--- src/swc_pkg.sv ---
package swc_pkg;

   // ***************************************************************
   // bus and register map
   // ***************************************************************
   localparam int ADDR_W = 9;
   localparam int DATA_W = 16;
   localparam logic [8:0] OFS_FWD_CTRL = 9'h184;
   localparam logic [8:0] OFS_TIMER_GAP = 9'h185;
   localparam logic [8:0] OFS_SLP_TX_CNT = 9'h187;
   localparam logic [8:0] OFS_WUR_TX_CNT = 9'h188;
   localparam logic [8:0] OFS_SLP_RX_THR = 9'h189;
   localparam logic [8:0] OFS_STATUS = 9'h190;
   localparam logic [8:0] OFS_RX_COUNTS = 9'h191;

   localparam logic [15:0] RST_FWD_CTRL = 16'h0223;
   localparam logic [15:0] RST_TIMER_GAP = 16'h0000;
   localparam logic [15:0] RST_SLP_TX_CNT = 16'h0000;
   localparam logic [15:0] RST_WUR_TX_CNT = 16'h0080;
   localparam logic [15:0] RST_SLP_RX_THR = 16'h0040;

   localparam logic [15:0] WMASK_FWD_CTRL = 16'h927F;
   localparam logic [15:0] WMASK_TIMER_GAP = 16'hE00F;
   localparam logic [15:0] WMASK_SLP_TX_CNT = 16'h83FF;
   localparam logic [15:0] WMASK_CNT10 = 16'h03FF;

   // ***************************************************************
   // field positions
   // ***************************************************************
   localparam int B_CLR_RX_WUR = 15;
   localparam int B_CLR_RX_SLP = 12;
   localparam int B_CLR_TX_WUR = 9;
   localparam int B_CLR_TX_SLP = 6;
   localparam int B_FWD_EN_PSV = 5;
   localparam int B_FWD_MAN = 4;
   localparam int B_FWD_WIDTH_LO = 2;
   localparam int B_FWD_EN_WUR = 1;
   localparam int B_FWD_EN_WUP = 0;
   localparam int B_WTX_SEL_LO = 13;
   localparam int B_GAP_WUR_LO = 2;
   localparam int B_GAP_SLP_LO = 0;
   localparam int B_STOP_ON_DONE = 15;
   localparam int CNT_W = 10;

   // ***************************************************************
   // timing
   // ***************************************************************
   localparam int CLK_MHZ = 10;
   localparam int FWD_US0 = 50;
   localparam int FWD_US1 = 500;
   localparam int FWD_US2 = 2000;
   localparam int FWD_US3 = 20000;
   localparam int WTX_US0 = 1000;
   localparam int WTX_US1 = 700;
   localparam int WTX_US2 = 1300;
   localparam int WTX_US3 = 850;
   localparam int WTX_US4 = 1500;
   localparam int WTX_US5 = 2000;
   localparam int WTX_US6 = 2500;
   localparam int WTX_US7 = 3000;
   // symbol gap limits, code zero tightest
   localparam int GAP_US0 = 10;
   localparam int GAP_US1 = 20;
   localparam int GAP_US2 = 40;
   localparam int GAP_US3 = 80;
   localparam int GAP_W = 12;
   localparam int TMR_W = 24;
   localparam logic [11:0] GAP_CYC0 = 12'(GAP_US0 * CLK_MHZ);
   localparam logic [11:0] GAP_CYC1 = 12'(GAP_US1 * CLK_MHZ);
   localparam logic [11:0] GAP_CYC2 = 12'(GAP_US2 * CLK_MHZ);
   localparam logic [11:0] GAP_CYC3 = 12'(GAP_US3 * CLK_MHZ);

   typedef enum logic [0:0] {WUR_IDLE, WUR_SEND} swc_wur_st_t;

endpackage

--- src/swc_pulse_timer.sv ---
module swc_pulse_timer #(
   parameter int W = 24
) (
   input wire logic i_clk,
   input wire logic i_sys_rst,
   input wire logic i_load,
   input wire logic [W-1:0] i_cycles,
   output logic o_busy
);

   logic [W-1:0] cnt_ff;
   logic [W-1:0] nxt_cnt;
   logic busy_ff;
   logic nxt_busy;

   // a load while busy restarts the full width
   always_comb begin
      nxt_cnt = cnt_ff;
      nxt_busy = busy_ff;
      if (i_load && i_cycles != '0) begin
         nxt_cnt = i_cycles - W'(1);
         nxt_busy = 1'b1;
      end else if (busy_ff) begin
         if (cnt_ff == '0) begin
            nxt_busy = 1'b0;
         end else begin
            nxt_cnt = cnt_ff - W'(1);
         end
      end
   end

   always_ff @(posedge i_clk or posedge i_sys_rst) begin
      if (i_sys_rst) begin
         cnt_ff <= '0;
         busy_ff <= 1'b0;
      end else begin
         cnt_ff <= nxt_cnt;
         busy_ff <= nxt_busy;
      end
   end

   assign o_busy = busy_ff;

endmodule

--- src/swc_sleep_wake_cfg.sv ---
// Function
// - receive-data clears received wake-request count when its clear bit 15 set
// - receive-data clears received sleep-symbol count when its clear bit 12 set
// - transmit-data clears sent wake-request count when bit 9 set, reset one
// - transmit-data clears sent sleep-symbol count when bit 6 set
// - state_a wake pulse forwards to wake pin only when bit 5 set
// - writing one to bit 4 fires wake forwarding; bit clears itself
// - wake forwarding pulse width codes: 50us, 500us, 2ms, 20ms
// - bit 1 enables forwarding on acknowledged received wake-request symbols
// - bit 0 enables forwarding on received wake-up pulses
// - wake-transmit dwell selected by three-bit code, 0.7ms to 3ms
// - wake-request acknowledged only when symbol gaps stay within bits 3-2 limit
// - sleep request acknowledged only when symbol gaps stay within bits 1-0 limit
// - stop-on-done bit halts sleep symbol sending at the configured count
// - sleep-transmit-done asserts after ten-bit count of sleep symbols sent
// - wake-request symbols sent equal ten-bit count, reset 128
// - sleep-received flag sets after threshold count, reset 64
//
// The plain strobed port was decided locally.
module swc_sleep_wake_cfg
   import swc_pkg::*;
#(
   parameter int unsigned FWD_CYC0 = FWD_US0 * CLK_MHZ,
   parameter int unsigned FWD_CYC1 = FWD_US1 * CLK_MHZ,
   parameter int unsigned FWD_CYC2 = FWD_US2 * CLK_MHZ,
   parameter int unsigned FWD_CYC3 = FWD_US3 * CLK_MHZ,
   parameter int unsigned WTX_CYC0 = WTX_US0 * CLK_MHZ,
   parameter int unsigned WTX_CYC1 = WTX_US1 * CLK_MHZ,
   parameter int unsigned WTX_CYC2 = WTX_US2 * CLK_MHZ,
   parameter int unsigned WTX_CYC3 = WTX_US3 * CLK_MHZ,
   parameter int unsigned WTX_CYC4 = WTX_US4 * CLK_MHZ,
   parameter int unsigned WTX_CYC5 = WTX_US5 * CLK_MHZ,
   parameter int unsigned WTX_CYC6 = WTX_US6 * CLK_MHZ,
   parameter int unsigned WTX_CYC7 = WTX_US7 * CLK_MHZ,
   parameter logic [9:0] WUR_ACK_CNT = 10'h008
) (
   input wire logic i_clk,
   input wire logic i_sys_rst,
   input wire logic [swc_pkg::ADDR_W-1:0] i_addr,
   input wire logic [swc_pkg::DATA_W-1:0] i_wdata,
   input wire logic i_wr,
   input wire logic i_rd,
   input wire logic i_rx_data,
   input wire logic i_tx_data,
   input wire logic i_rx_slp_sym,
   input wire logic i_rx_wur_sym,
   input wire logic i_rx_wup,
   input wire logic i_state_a,
   input wire logic i_sym_slot,
   input wire logic i_tx_slp_req,
   input wire logic i_tx_wur_start,
   input wire logic i_wake_tx_start,
   output logic [swc_pkg::DATA_W-1:0] o_rdata,
   output logic o_wake_pin,
   output logic o_wake_tx_active,
   output logic o_tx_slp_sym,
   output logic o_tx_wur_sym,
   output logic o_tx_slp_done,
   output logic o_slp_recv,
   output logic o_wur_ack
);

   // ***************************************************************
   // decode helpers
   // ***************************************************************
   function automatic logic [GAP_W-1:0] gap_limit(input logic [1:0] code);
      logic [GAP_W-1:0] r;
      r = GAP_CYC0;
      unique case (code)
         2'h0: r = GAP_CYC0;
         2'h1: r = GAP_CYC1;
         2'h2: r = GAP_CYC2;
         2'h3: r = GAP_CYC3;
      endcase
      return r;
   endfunction

   function automatic logic [CNT_W-1:0] sat_inc(input logic [CNT_W-1:0] v);
      return (v == '1) ? v : v + CNT_W'(1);
   endfunction

   // ***************************************************************
   // state
   // ***************************************************************
   logic [15:0] fwd_ctrl_ff, nxt_fwd_ctrl;
   logic [15:0] timer_gap_ff, nxt_timer_gap;
   logic [15:0] slp_tx_cnt_ff, nxt_slp_tx_cnt;
   logic [15:0] wur_tx_cnt_ff, nxt_wur_tx_cnt;
   logic [15:0] slp_rx_thr_ff, nxt_slp_rx_thr;
   logic [15:0] rdata_ff, nxt_rdata;
   logic [CNT_W-1:0] rx_slp_cnt_ff, nxt_rx_slp_cnt;
   logic [CNT_W-1:0] rx_wur_cnt_ff, nxt_rx_wur_cnt;
   logic [CNT_W-1:0] tx_slp_cnt_ff, nxt_tx_slp_cnt;
   logic [CNT_W-1:0] tx_wur_cnt_ff, nxt_tx_wur_cnt;
   logic [GAP_W-1:0] slp_gap_ff, nxt_slp_gap;
   logic [GAP_W-1:0] wur_gap_ff, nxt_wur_gap;
   logic tx_slp_sym_ff, nxt_tx_slp_sym;
   logic tx_wur_sym_ff, nxt_tx_wur_sym;
   logic tx_slp_done_ff, nxt_tx_slp_done;
   logic slp_recv_ff, nxt_slp_recv;
   logic wur_ack_ff, nxt_wur_ack;
   swc_wur_st_t wur_st_ff, nxt_wur_st;

   logic fwd_fire;
   logic [TMR_W-1:0] fwd_cycles;
   logic [TMR_W-1:0] wtx_cycles;
   logic wake_busy;
   logic wtx_busy;

   // ***************************************************************
   // register bus
   // ***************************************************************
   always_comb begin
      nxt_fwd_ctrl = fwd_ctrl_ff;
      nxt_timer_gap = timer_gap_ff;
      nxt_slp_tx_cnt = slp_tx_cnt_ff;
      nxt_wur_tx_cnt = wur_tx_cnt_ff;
      nxt_slp_rx_thr = slp_rx_thr_ff;
      nxt_rdata = 16'h0000;
      // trigger bit lives exactly one cycle, then hardware drops it
      nxt_fwd_ctrl[B_FWD_MAN] = 1'b0;
      if (i_wr) begin
         unique case (i_addr)
            OFS_FWD_CTRL: nxt_fwd_ctrl = i_wdata & WMASK_FWD_CTRL;
            OFS_TIMER_GAP: nxt_timer_gap = i_wdata & WMASK_TIMER_GAP;
            OFS_SLP_TX_CNT: nxt_slp_tx_cnt = i_wdata & WMASK_SLP_TX_CNT;
            OFS_WUR_TX_CNT: nxt_wur_tx_cnt = i_wdata & WMASK_CNT10;
            OFS_SLP_RX_THR: nxt_slp_rx_thr = i_wdata & WMASK_CNT10;
            default: ;
         endcase
      end
      if (i_rd) begin
         unique case (i_addr)
            OFS_FWD_CTRL: nxt_rdata = fwd_ctrl_ff;
            OFS_TIMER_GAP: nxt_rdata = timer_gap_ff;
            OFS_SLP_TX_CNT: nxt_rdata = slp_tx_cnt_ff;
            OFS_WUR_TX_CNT: nxt_rdata = wur_tx_cnt_ff;
            OFS_SLP_RX_THR: nxt_rdata = slp_rx_thr_ff;
            OFS_STATUS: nxt_rdata = {10'h000, wtx_busy, wake_busy, wur_ack_ff,
                                     slp_recv_ff, tx_slp_done_ff,
                                     (wur_st_ff == WUR_SEND)};
            OFS_RX_COUNTS: nxt_rdata = {6'h00, rx_slp_cnt_ff};
            default: nxt_rdata = 16'h0000;
         endcase
      end
   end

   always_ff @(posedge i_clk or posedge i_sys_rst) begin
      if (i_sys_rst) begin
         fwd_ctrl_ff <= RST_FWD_CTRL;
         timer_gap_ff <= RST_TIMER_GAP;
         slp_tx_cnt_ff <= RST_SLP_TX_CNT;
         wur_tx_cnt_ff <= RST_WUR_TX_CNT;
         slp_rx_thr_ff <= RST_SLP_RX_THR;
         rdata_ff <= 16'h0000;
      end else begin
         fwd_ctrl_ff <= nxt_fwd_ctrl;
         timer_gap_ff <= nxt_timer_gap;
         slp_tx_cnt_ff <= nxt_slp_tx_cnt;
         wur_tx_cnt_ff <= nxt_wur_tx_cnt;
         slp_rx_thr_ff <= nxt_slp_rx_thr;
         rdata_ff <= nxt_rdata;
      end
   end

   // ***************************************************************
   // receive symbol counting with gap check
   // ***************************************************************
   always_comb begin
      nxt_rx_slp_cnt = rx_slp_cnt_ff;
      nxt_rx_wur_cnt = rx_wur_cnt_ff;
      nxt_slp_gap = (slp_gap_ff == '1) ? slp_gap_ff : slp_gap_ff + GAP_W'(1);
      nxt_wur_gap = (wur_gap_ff == '1) ? wur_gap_ff : wur_gap_ff + GAP_W'(1);
      if (i_rx_slp_sym) begin
         nxt_slp_gap = '0;
         // too long a pause breaks the run; the new symbol starts a fresh one
         if (rx_slp_cnt_ff != '0 &&
             slp_gap_ff >= gap_limit(timer_gap_ff[B_GAP_SLP_LO +: 2])) begin
            nxt_rx_slp_cnt = CNT_W'(1);
         end else begin
            nxt_rx_slp_cnt = sat_inc(rx_slp_cnt_ff);
         end
      end
      if (i_rx_wur_sym) begin
         nxt_wur_gap = '0;
         if (rx_wur_cnt_ff != '0 &&
             wur_gap_ff >= gap_limit(timer_gap_ff[B_GAP_WUR_LO +: 2])) begin
            nxt_rx_wur_cnt = CNT_W'(1);
         end else begin
            nxt_rx_wur_cnt = sat_inc(rx_wur_cnt_ff);
         end
      end
      // data wins over a symbol in the same cycle: the run is over
      if (i_rx_data && fwd_ctrl_ff[B_CLR_RX_SLP]) begin
         nxt_rx_slp_cnt = '0;
      end
      if (i_rx_data && fwd_ctrl_ff[B_CLR_RX_WUR]) begin
         nxt_rx_wur_cnt = '0;
      end
      nxt_slp_recv = (nxt_rx_slp_cnt != '0) &&
                     (nxt_rx_slp_cnt >= slp_rx_thr_ff[CNT_W-1:0]);
      nxt_wur_ack = (nxt_rx_wur_cnt != '0) && (nxt_rx_wur_cnt >= WUR_ACK_CNT);
   end

   always_ff @(posedge i_clk or posedge i_sys_rst) begin
      if (i_sys_rst) begin
         rx_slp_cnt_ff <= '0;
         rx_wur_cnt_ff <= '0;
         slp_gap_ff <= '0;
         wur_gap_ff <= '0;
         slp_recv_ff <= 1'b0;
         wur_ack_ff <= 1'b0;
      end else begin
         rx_slp_cnt_ff <= nxt_rx_slp_cnt;
         rx_wur_cnt_ff <= nxt_rx_wur_cnt;
         slp_gap_ff <= nxt_slp_gap;
         wur_gap_ff <= nxt_wur_gap;
         slp_recv_ff <= nxt_slp_recv;
         wur_ack_ff <= nxt_wur_ack;
      end
   end

   // ***************************************************************
   // transmit symbol sequencing
   // ***************************************************************
   always_comb begin
      nxt_tx_slp_cnt = tx_slp_cnt_ff;
      nxt_tx_wur_cnt = tx_wur_cnt_ff;
      nxt_tx_slp_sym = 1'b0;
      nxt_tx_wur_sym = 1'b0;
      nxt_wur_st = wur_st_ff;
      if (i_tx_slp_req && i_sym_slot &&
          !(slp_tx_cnt_ff[B_STOP_ON_DONE] && tx_slp_done_ff)) begin
         nxt_tx_slp_sym = 1'b1;
         nxt_tx_slp_cnt = sat_inc(tx_slp_cnt_ff);
      end
      unique case (wur_st_ff)
         WUR_IDLE: begin
            if (i_tx_wur_start && wur_tx_cnt_ff[CNT_W-1:0] != '0) begin
               nxt_tx_wur_cnt = '0;
               nxt_wur_st = WUR_SEND;
            end
         end
         WUR_SEND: begin
            if (i_sym_slot) begin
               nxt_tx_wur_sym = 1'b1;
               nxt_tx_wur_cnt = sat_inc(tx_wur_cnt_ff);
               if (sat_inc(tx_wur_cnt_ff) >= wur_tx_cnt_ff[CNT_W-1:0]) begin
                  nxt_wur_st = WUR_IDLE;
               end
            end
         end
      endcase
      if (i_tx_data && fwd_ctrl_ff[B_CLR_TX_SLP]) begin
         nxt_tx_slp_cnt = '0;
      end
      // clearing mid-burst lengthens it: the full count is sent after the data
      if (i_tx_data && fwd_ctrl_ff[B_CLR_TX_WUR]) begin
         nxt_tx_wur_cnt = '0;
      end
      nxt_tx_slp_done = nxt_tx_slp_cnt >= slp_tx_cnt_ff[CNT_W-1:0];
   end

   always_ff @(posedge i_clk or posedge i_sys_rst) begin
      if (i_sys_rst) begin
         tx_slp_cnt_ff <= '0;
         tx_wur_cnt_ff <= '0;
         tx_slp_sym_ff <= 1'b0;
         tx_wur_sym_ff <= 1'b0;
         tx_slp_done_ff <= 1'b0;
         wur_st_ff <= WUR_IDLE;
      end else begin
         tx_slp_cnt_ff <= nxt_tx_slp_cnt;
         tx_wur_cnt_ff <= nxt_tx_wur_cnt;
         tx_slp_sym_ff <= nxt_tx_slp_sym;
         tx_wur_sym_ff <= nxt_tx_wur_sym;
         tx_slp_done_ff <= nxt_tx_slp_done;
         wur_st_ff <= nxt_wur_st;
      end
   end

   // ***************************************************************
   // wake forwarding and wake-transmit dwell
   // ***************************************************************
   always_comb begin
      fwd_fire = fwd_ctrl_ff[B_FWD_MAN];
      if (nxt_wur_ack && !wur_ack_ff && fwd_ctrl_ff[B_FWD_EN_WUR]) begin
         fwd_fire = 1'b1;
      end
      if (i_rx_wup && fwd_ctrl_ff[B_FWD_EN_WUP] &&
          (!i_state_a || fwd_ctrl_ff[B_FWD_EN_PSV])) begin
         fwd_fire = 1'b1;
      end
      unique case (fwd_ctrl_ff[B_FWD_WIDTH_LO +: 2])
         2'h0: fwd_cycles = TMR_W'(FWD_CYC0);
         2'h1: fwd_cycles = TMR_W'(FWD_CYC1);
         2'h2: fwd_cycles = TMR_W'(FWD_CYC2);
         2'h3: fwd_cycles = TMR_W'(FWD_CYC3);
      endcase
      unique case (timer_gap_ff[B_WTX_SEL_LO +: 3])
         3'h0: wtx_cycles = TMR_W'(WTX_CYC0);
         3'h1: wtx_cycles = TMR_W'(WTX_CYC1);
         3'h2: wtx_cycles = TMR_W'(WTX_CYC2);
         3'h3: wtx_cycles = TMR_W'(WTX_CYC3);
         3'h4: wtx_cycles = TMR_W'(WTX_CYC4);
         3'h5: wtx_cycles = TMR_W'(WTX_CYC5);
         3'h6: wtx_cycles = TMR_W'(WTX_CYC6);
         3'h7: wtx_cycles = TMR_W'(WTX_CYC7);
      endcase
   end

   swc_pulse_timer #(
      .W(TMR_W)
   ) u_fwd_tmr (
      .i_clk(i_clk),
      .i_sys_rst(i_sys_rst),
      .i_load(fwd_fire),
      .i_cycles(fwd_cycles),
      .o_busy(wake_busy)
   );

   swc_pulse_timer #(
      .W(TMR_W)
   ) u_wtx_tmr (
      .i_clk(i_clk),
      .i_sys_rst(i_sys_rst),
      .i_load(i_wake_tx_start),
      .i_cycles(wtx_cycles),
      .o_busy(wtx_busy)
   );

   assign o_rdata = rdata_ff;
   assign o_wake_pin = wake_busy;
   assign o_wake_tx_active = wtx_busy;
   assign o_tx_slp_sym = tx_slp_sym_ff;
   assign o_tx_wur_sym = tx_wur_sym_ff;
   assign o_tx_slp_done = tx_slp_done_ff;
   assign o_slp_recv = slp_recv_ff;
   assign o_wur_ack = wur_ack_ff;

endmodule

--- config.mk ---
export PLATFORM = sky130hd
export DESIGN_NAME = swc_sleep_wake_cfg
export DESIGN_NICKNAME = d
export VERILOG_FILES = /design/src/swc_pkg.sv /design/src/swc_pulse_timer.sv /design/src/swc_sleep_wake_cfg.sv
export SDC_FILE = /design/constraint.sdc
export NUM_CORES = 1
export LEC_CHECK = 0
export BUFFER_PORTS_ARGS = -buffer_cell sky130_fd_sc_hd__buf_2
export CELL_PAD_IN_SITES_DETAIL_PLACEMENT = 1
export CELL_PAD_IN_SITES_GLOBAL_PLACEMENT = 1
export CORE_UTILIZATION = 50
export CTS_BUF_LIST = sky130_fd_sc_hd__clkbuf_8
export DETAILED_ROUTE_END_ITERATION = 8
export PLACE_DENSITY = 0.81
export SETUP_SLACK_MARGIN = 0.02
export SYNTH_ARGS = -nofsm -noshare
export SYNTH_HDL_FRONTEND = slang
export SYNTH_SLANG_ARGS = --single-unit
--- constraint.sdc ---
create_clock -name i_clk -period 6.9 [get_ports i_clk]
set_input_delay 1.035 -clock i_clk [delete_from_list [all_inputs] [get_ports i_clk]]
set_output_delay 1.035 -clock i_clk [all_outputs]
set_load 0.01 [all_outputs]
==> metrics.txt <==
status completed; Iter 0 DRT Violations 554; R2R Path End u_fwd_tmr.cnt_ff[10]; hold_buf cts 0; Arrival @ worst endpoint 4.88 ns; worst skew pair latency 0.48 ns; Die ar. 22320 sq um; first-pass GRT wire length 47.35 mm; Finish-stage setup viols 0; Yosys cell types 77; r2r startpoint timer_gap_ff[2]; Max VDD drop 0.0001151 V; Final ANT Viol Nets 0; Post-synth EDFFs 0; worst min path class flip-flop to flip-flop; Switch Pwr 1.038 mW; clock share of power 0.253; CTS tree done; max incr delay on CP 0.46 ns; Warnings, synthesis 0; CTS Buf Count 17; vias in the first global route 9114; filler instances 2432; Slew @ Worst Pin 1.003 ns; Tot GR Track Use 0.2727; Vias/cell 5.968; clock transition at the registers of the reported paths 0.11 ns; Primary FF master, synth dfrtp_1; drt total wl 28.87 mm; async set-reset flop share out of synthesis 1.000; via count 8660; H-tree levels 4; Clock Tree Root clkbuf_8; Slew headroom 0.3311; row cnt 53; I/O Buffers 57; Crit path top cell by count inv_1; path depth of the worst reg2reg path 18; WHS Endpoint slp_tx_cnt_ff[8]; CTS Sinks 182; sequential share of power 0.494; dpl cell area 11360 sq um; proportion of layout cells with a drive suffix above 1 0.1471; P_int 1.787 mW; Peak Freq 221.7 MHz; Hold Crit Depth 1; worst setup margin 2.390 ns; type of the worst setup path flip-flop to flip-flop; Post-Place Setup Slack 2.210 ns; P per Cell Area 240.7 nW/um^2; Die H 149.4 microns; fin crit share 0.6536; gpl congestion 0.8507; Final TNS setup 0 ns; Area Growth Syn to Fin 8.039%; Initial Util 0.5136; DR WL/cell 19.90 microns; sequential element share of the synthesized area 0.4199; initial antenna violation count 1; Fin. Hold Viols 0; Post-Syn Instances 1120; CP bufs+invs 5; core footprint 21150 sq um; number of diodes 0; final core utilization 0.5549; crit path cell chain inv_1 > ha_1 > inv_1 > ha_1 > a2111o_1 > o2111ai_1 > a21o_1 > a41o_1 > buf_4 > inv_1 > nand2_1 > ha_1 > inv_1 > nor2_1 > nand3_1 > nor4_1 > xnor2_1 > mux2i_1; IO Pins 62; Syn Area/Cell 9.700 sq um; min-delay src slp_tx_cnt_ff[8]; post-route cell area 11740 sq um; Worst Path Max Fanout 32; die width 149.4 microns; most common cell after layout, fill and taps aside dfrtp_1; DR DRC count 0; CP max-delay cell dfrtp_1; WP data required 7.27 ns; mapped cell area 10860 sq um; sw frac 0.3674; Top delay family on crit path compound AO/OA/AOI/OAI gates; MaxCap Viol Count 0; P_leak 5.149 nW; Tmin final 4.510 ns; Logic pwr share 0.253; startpoint types flip-flop; crit path capture type flip-flop; Post-Route Skew 0.01756 ns; largest net degree at the start of global routing 106; #FFs+latches synth 182; HPWL after DPL 20.92 mm; Slew Limit Fails 0; worst-case clock buffer depth 2; commonest non-fill, non-tap cells in the layout dfrtp_1, nor2_1, nand2_1; RSZ-0062 raised after global routing no; GR Overflow Total 0; TritonRoute pass-1 iters 8; fin nets 1282; setup slack, reg-to-reg 2.39 ns; post-CTS sizing 0; Post-CTS Setup Inserts 0
==> layer usage <==
layer / vias up / part of all wire / track usage
li1: 4078 / - / -
met1: 4360 / 0.45 / 0.3555
met2: 177 / 0.49 / 0.4600
met3: 43 / 0.035 / 0.04220
met4: 2 / 0.022 / 0.09184
met5: - / 0.00045 / 0
==> sequential cells by signal (all words and copies together) (netlist names), 10 cells and up <==
register	flops
u_fwd_tmr.cnt_ff	24
u_wtx_tmr.cnt_ff	24
o_rdata	14
slp_gap_ff	12
wur_gap_ff	12
slp_tx_cnt_ff	11
fwd_ctrl_ff	10
rx_slp_cnt_ff	10
rx_wur_cnt_ff	10
slp_rx_thr_ff	10
tx_slp_cnt_ff	10
tx_wur_cnt_ff	10
wur_tx_cnt_ff	10
==> synth_stat cells (all sizes together) (4+ instances only) <==
cell type,n,share of area
nor4,19,0.013
nand2b,17,0.0098
or3,9,0.0052
o211ai,4,0.0028
a21o,5,0.0035
o21a,7,0.0048
nor2,113,0.039
mux2,49,0.051
a21boi,4,0.0031
a31oi,12,0.0069
a2111oi,4,0.0050
nand3b,5,0.0035
a22o,9,0.0073
and2,9,0.0052
and3,20,0.012
clkbuf,23,0.0081
a211oi,12,0.0083
nand4,18,0.010
nand3,45,0.021
dfstp,6,0.015
nand2,85,0.029
and4,6,0.0051
inv,68,0.023
ha,80,0.092
or4,5,0.0038
a222oi,12,0.011
a21oi,42,0.020
xor2,38,0.031
nor3,22,0.010
dfrtp,176,0.41
a22oi,12,0.0083
buf,17,0.0090
nor3b,5,0.0039
nor2b,9,0.0052
xnor2,46,0.037
mux2i,16,0.015
o21ai,52,0.025
==> power by group through the flow <==
stage,sequential (mW),combinational [mW],clock (mW)
after CTS,1.39,0.719,0.732
after global placement,1.40,0.668,0
final,1.40,0.715,0.713
after detailed placement,1.41,0.705,0
after floorplan,1.34,0.557,0
after global routing,1.42,0.813,0.769
==> per-stage QoR <==
step	total power, mW	instances	hold WS, ns
detailed placement	2.115	1419	0.5241
floorplan	1.893	1121	0.4780
global route	3.000	1451	0.5724
CTS	2.842	1451	0.5517
global placement	2.071	1419	0.5102
finish	2.825	1451	0.5542
==> cell type report <==
class                   instances  area [sq um]  share of cell area
multi-input cells             831          5866              0.4997
flip-flops and latches        182          4562              0.3887
well taps                     275         344.1             0.02931
repair buffers                 63         330.3             0.02814
inverters                      68         262.8             0.02239
clock buffers                  17         234.0             0.01993
clock inverters                15         138.9             0.01183
==> worst max path at each step <==
stage | startpoint | to | cells after the start
after CTS | timer_gap_ff[2] | u_fwd_tmr.cnt_ff[10] | 18
after global placement | i_rx_wur_sym | u_fwd_tmr.cnt_ff[16] | 16
final | timer_gap_ff[2] | u_fwd_tmr.cnt_ff[10] | 18
after floorplan | i_sys_rst | fwd_ctrl_ff[12] | 1
after global routing | timer_gap_ff[2] | u_fwd_tmr.cnt_ff[16] | 18
after detailed placement | i_rx_wur_sym | u_fwd_tmr.cnt_ff[10] | 16
==> cell families after synthesis <==
logic type               after synthesis  synth area share
AND/OR/NAND/NOR                      404            0.1907
AO/OA/AOI/OAI                        196            0.1231
flip-flops                           182            0.4199
buffers and inverters                108           0.04054
XOR/XNOR                              84           0.06772
adder cells (fa/ha/maj)               80           0.09213
multiplexers                          65           0.06553
other                                  1         0.0003452
Power figures use the tool's default switching activity.
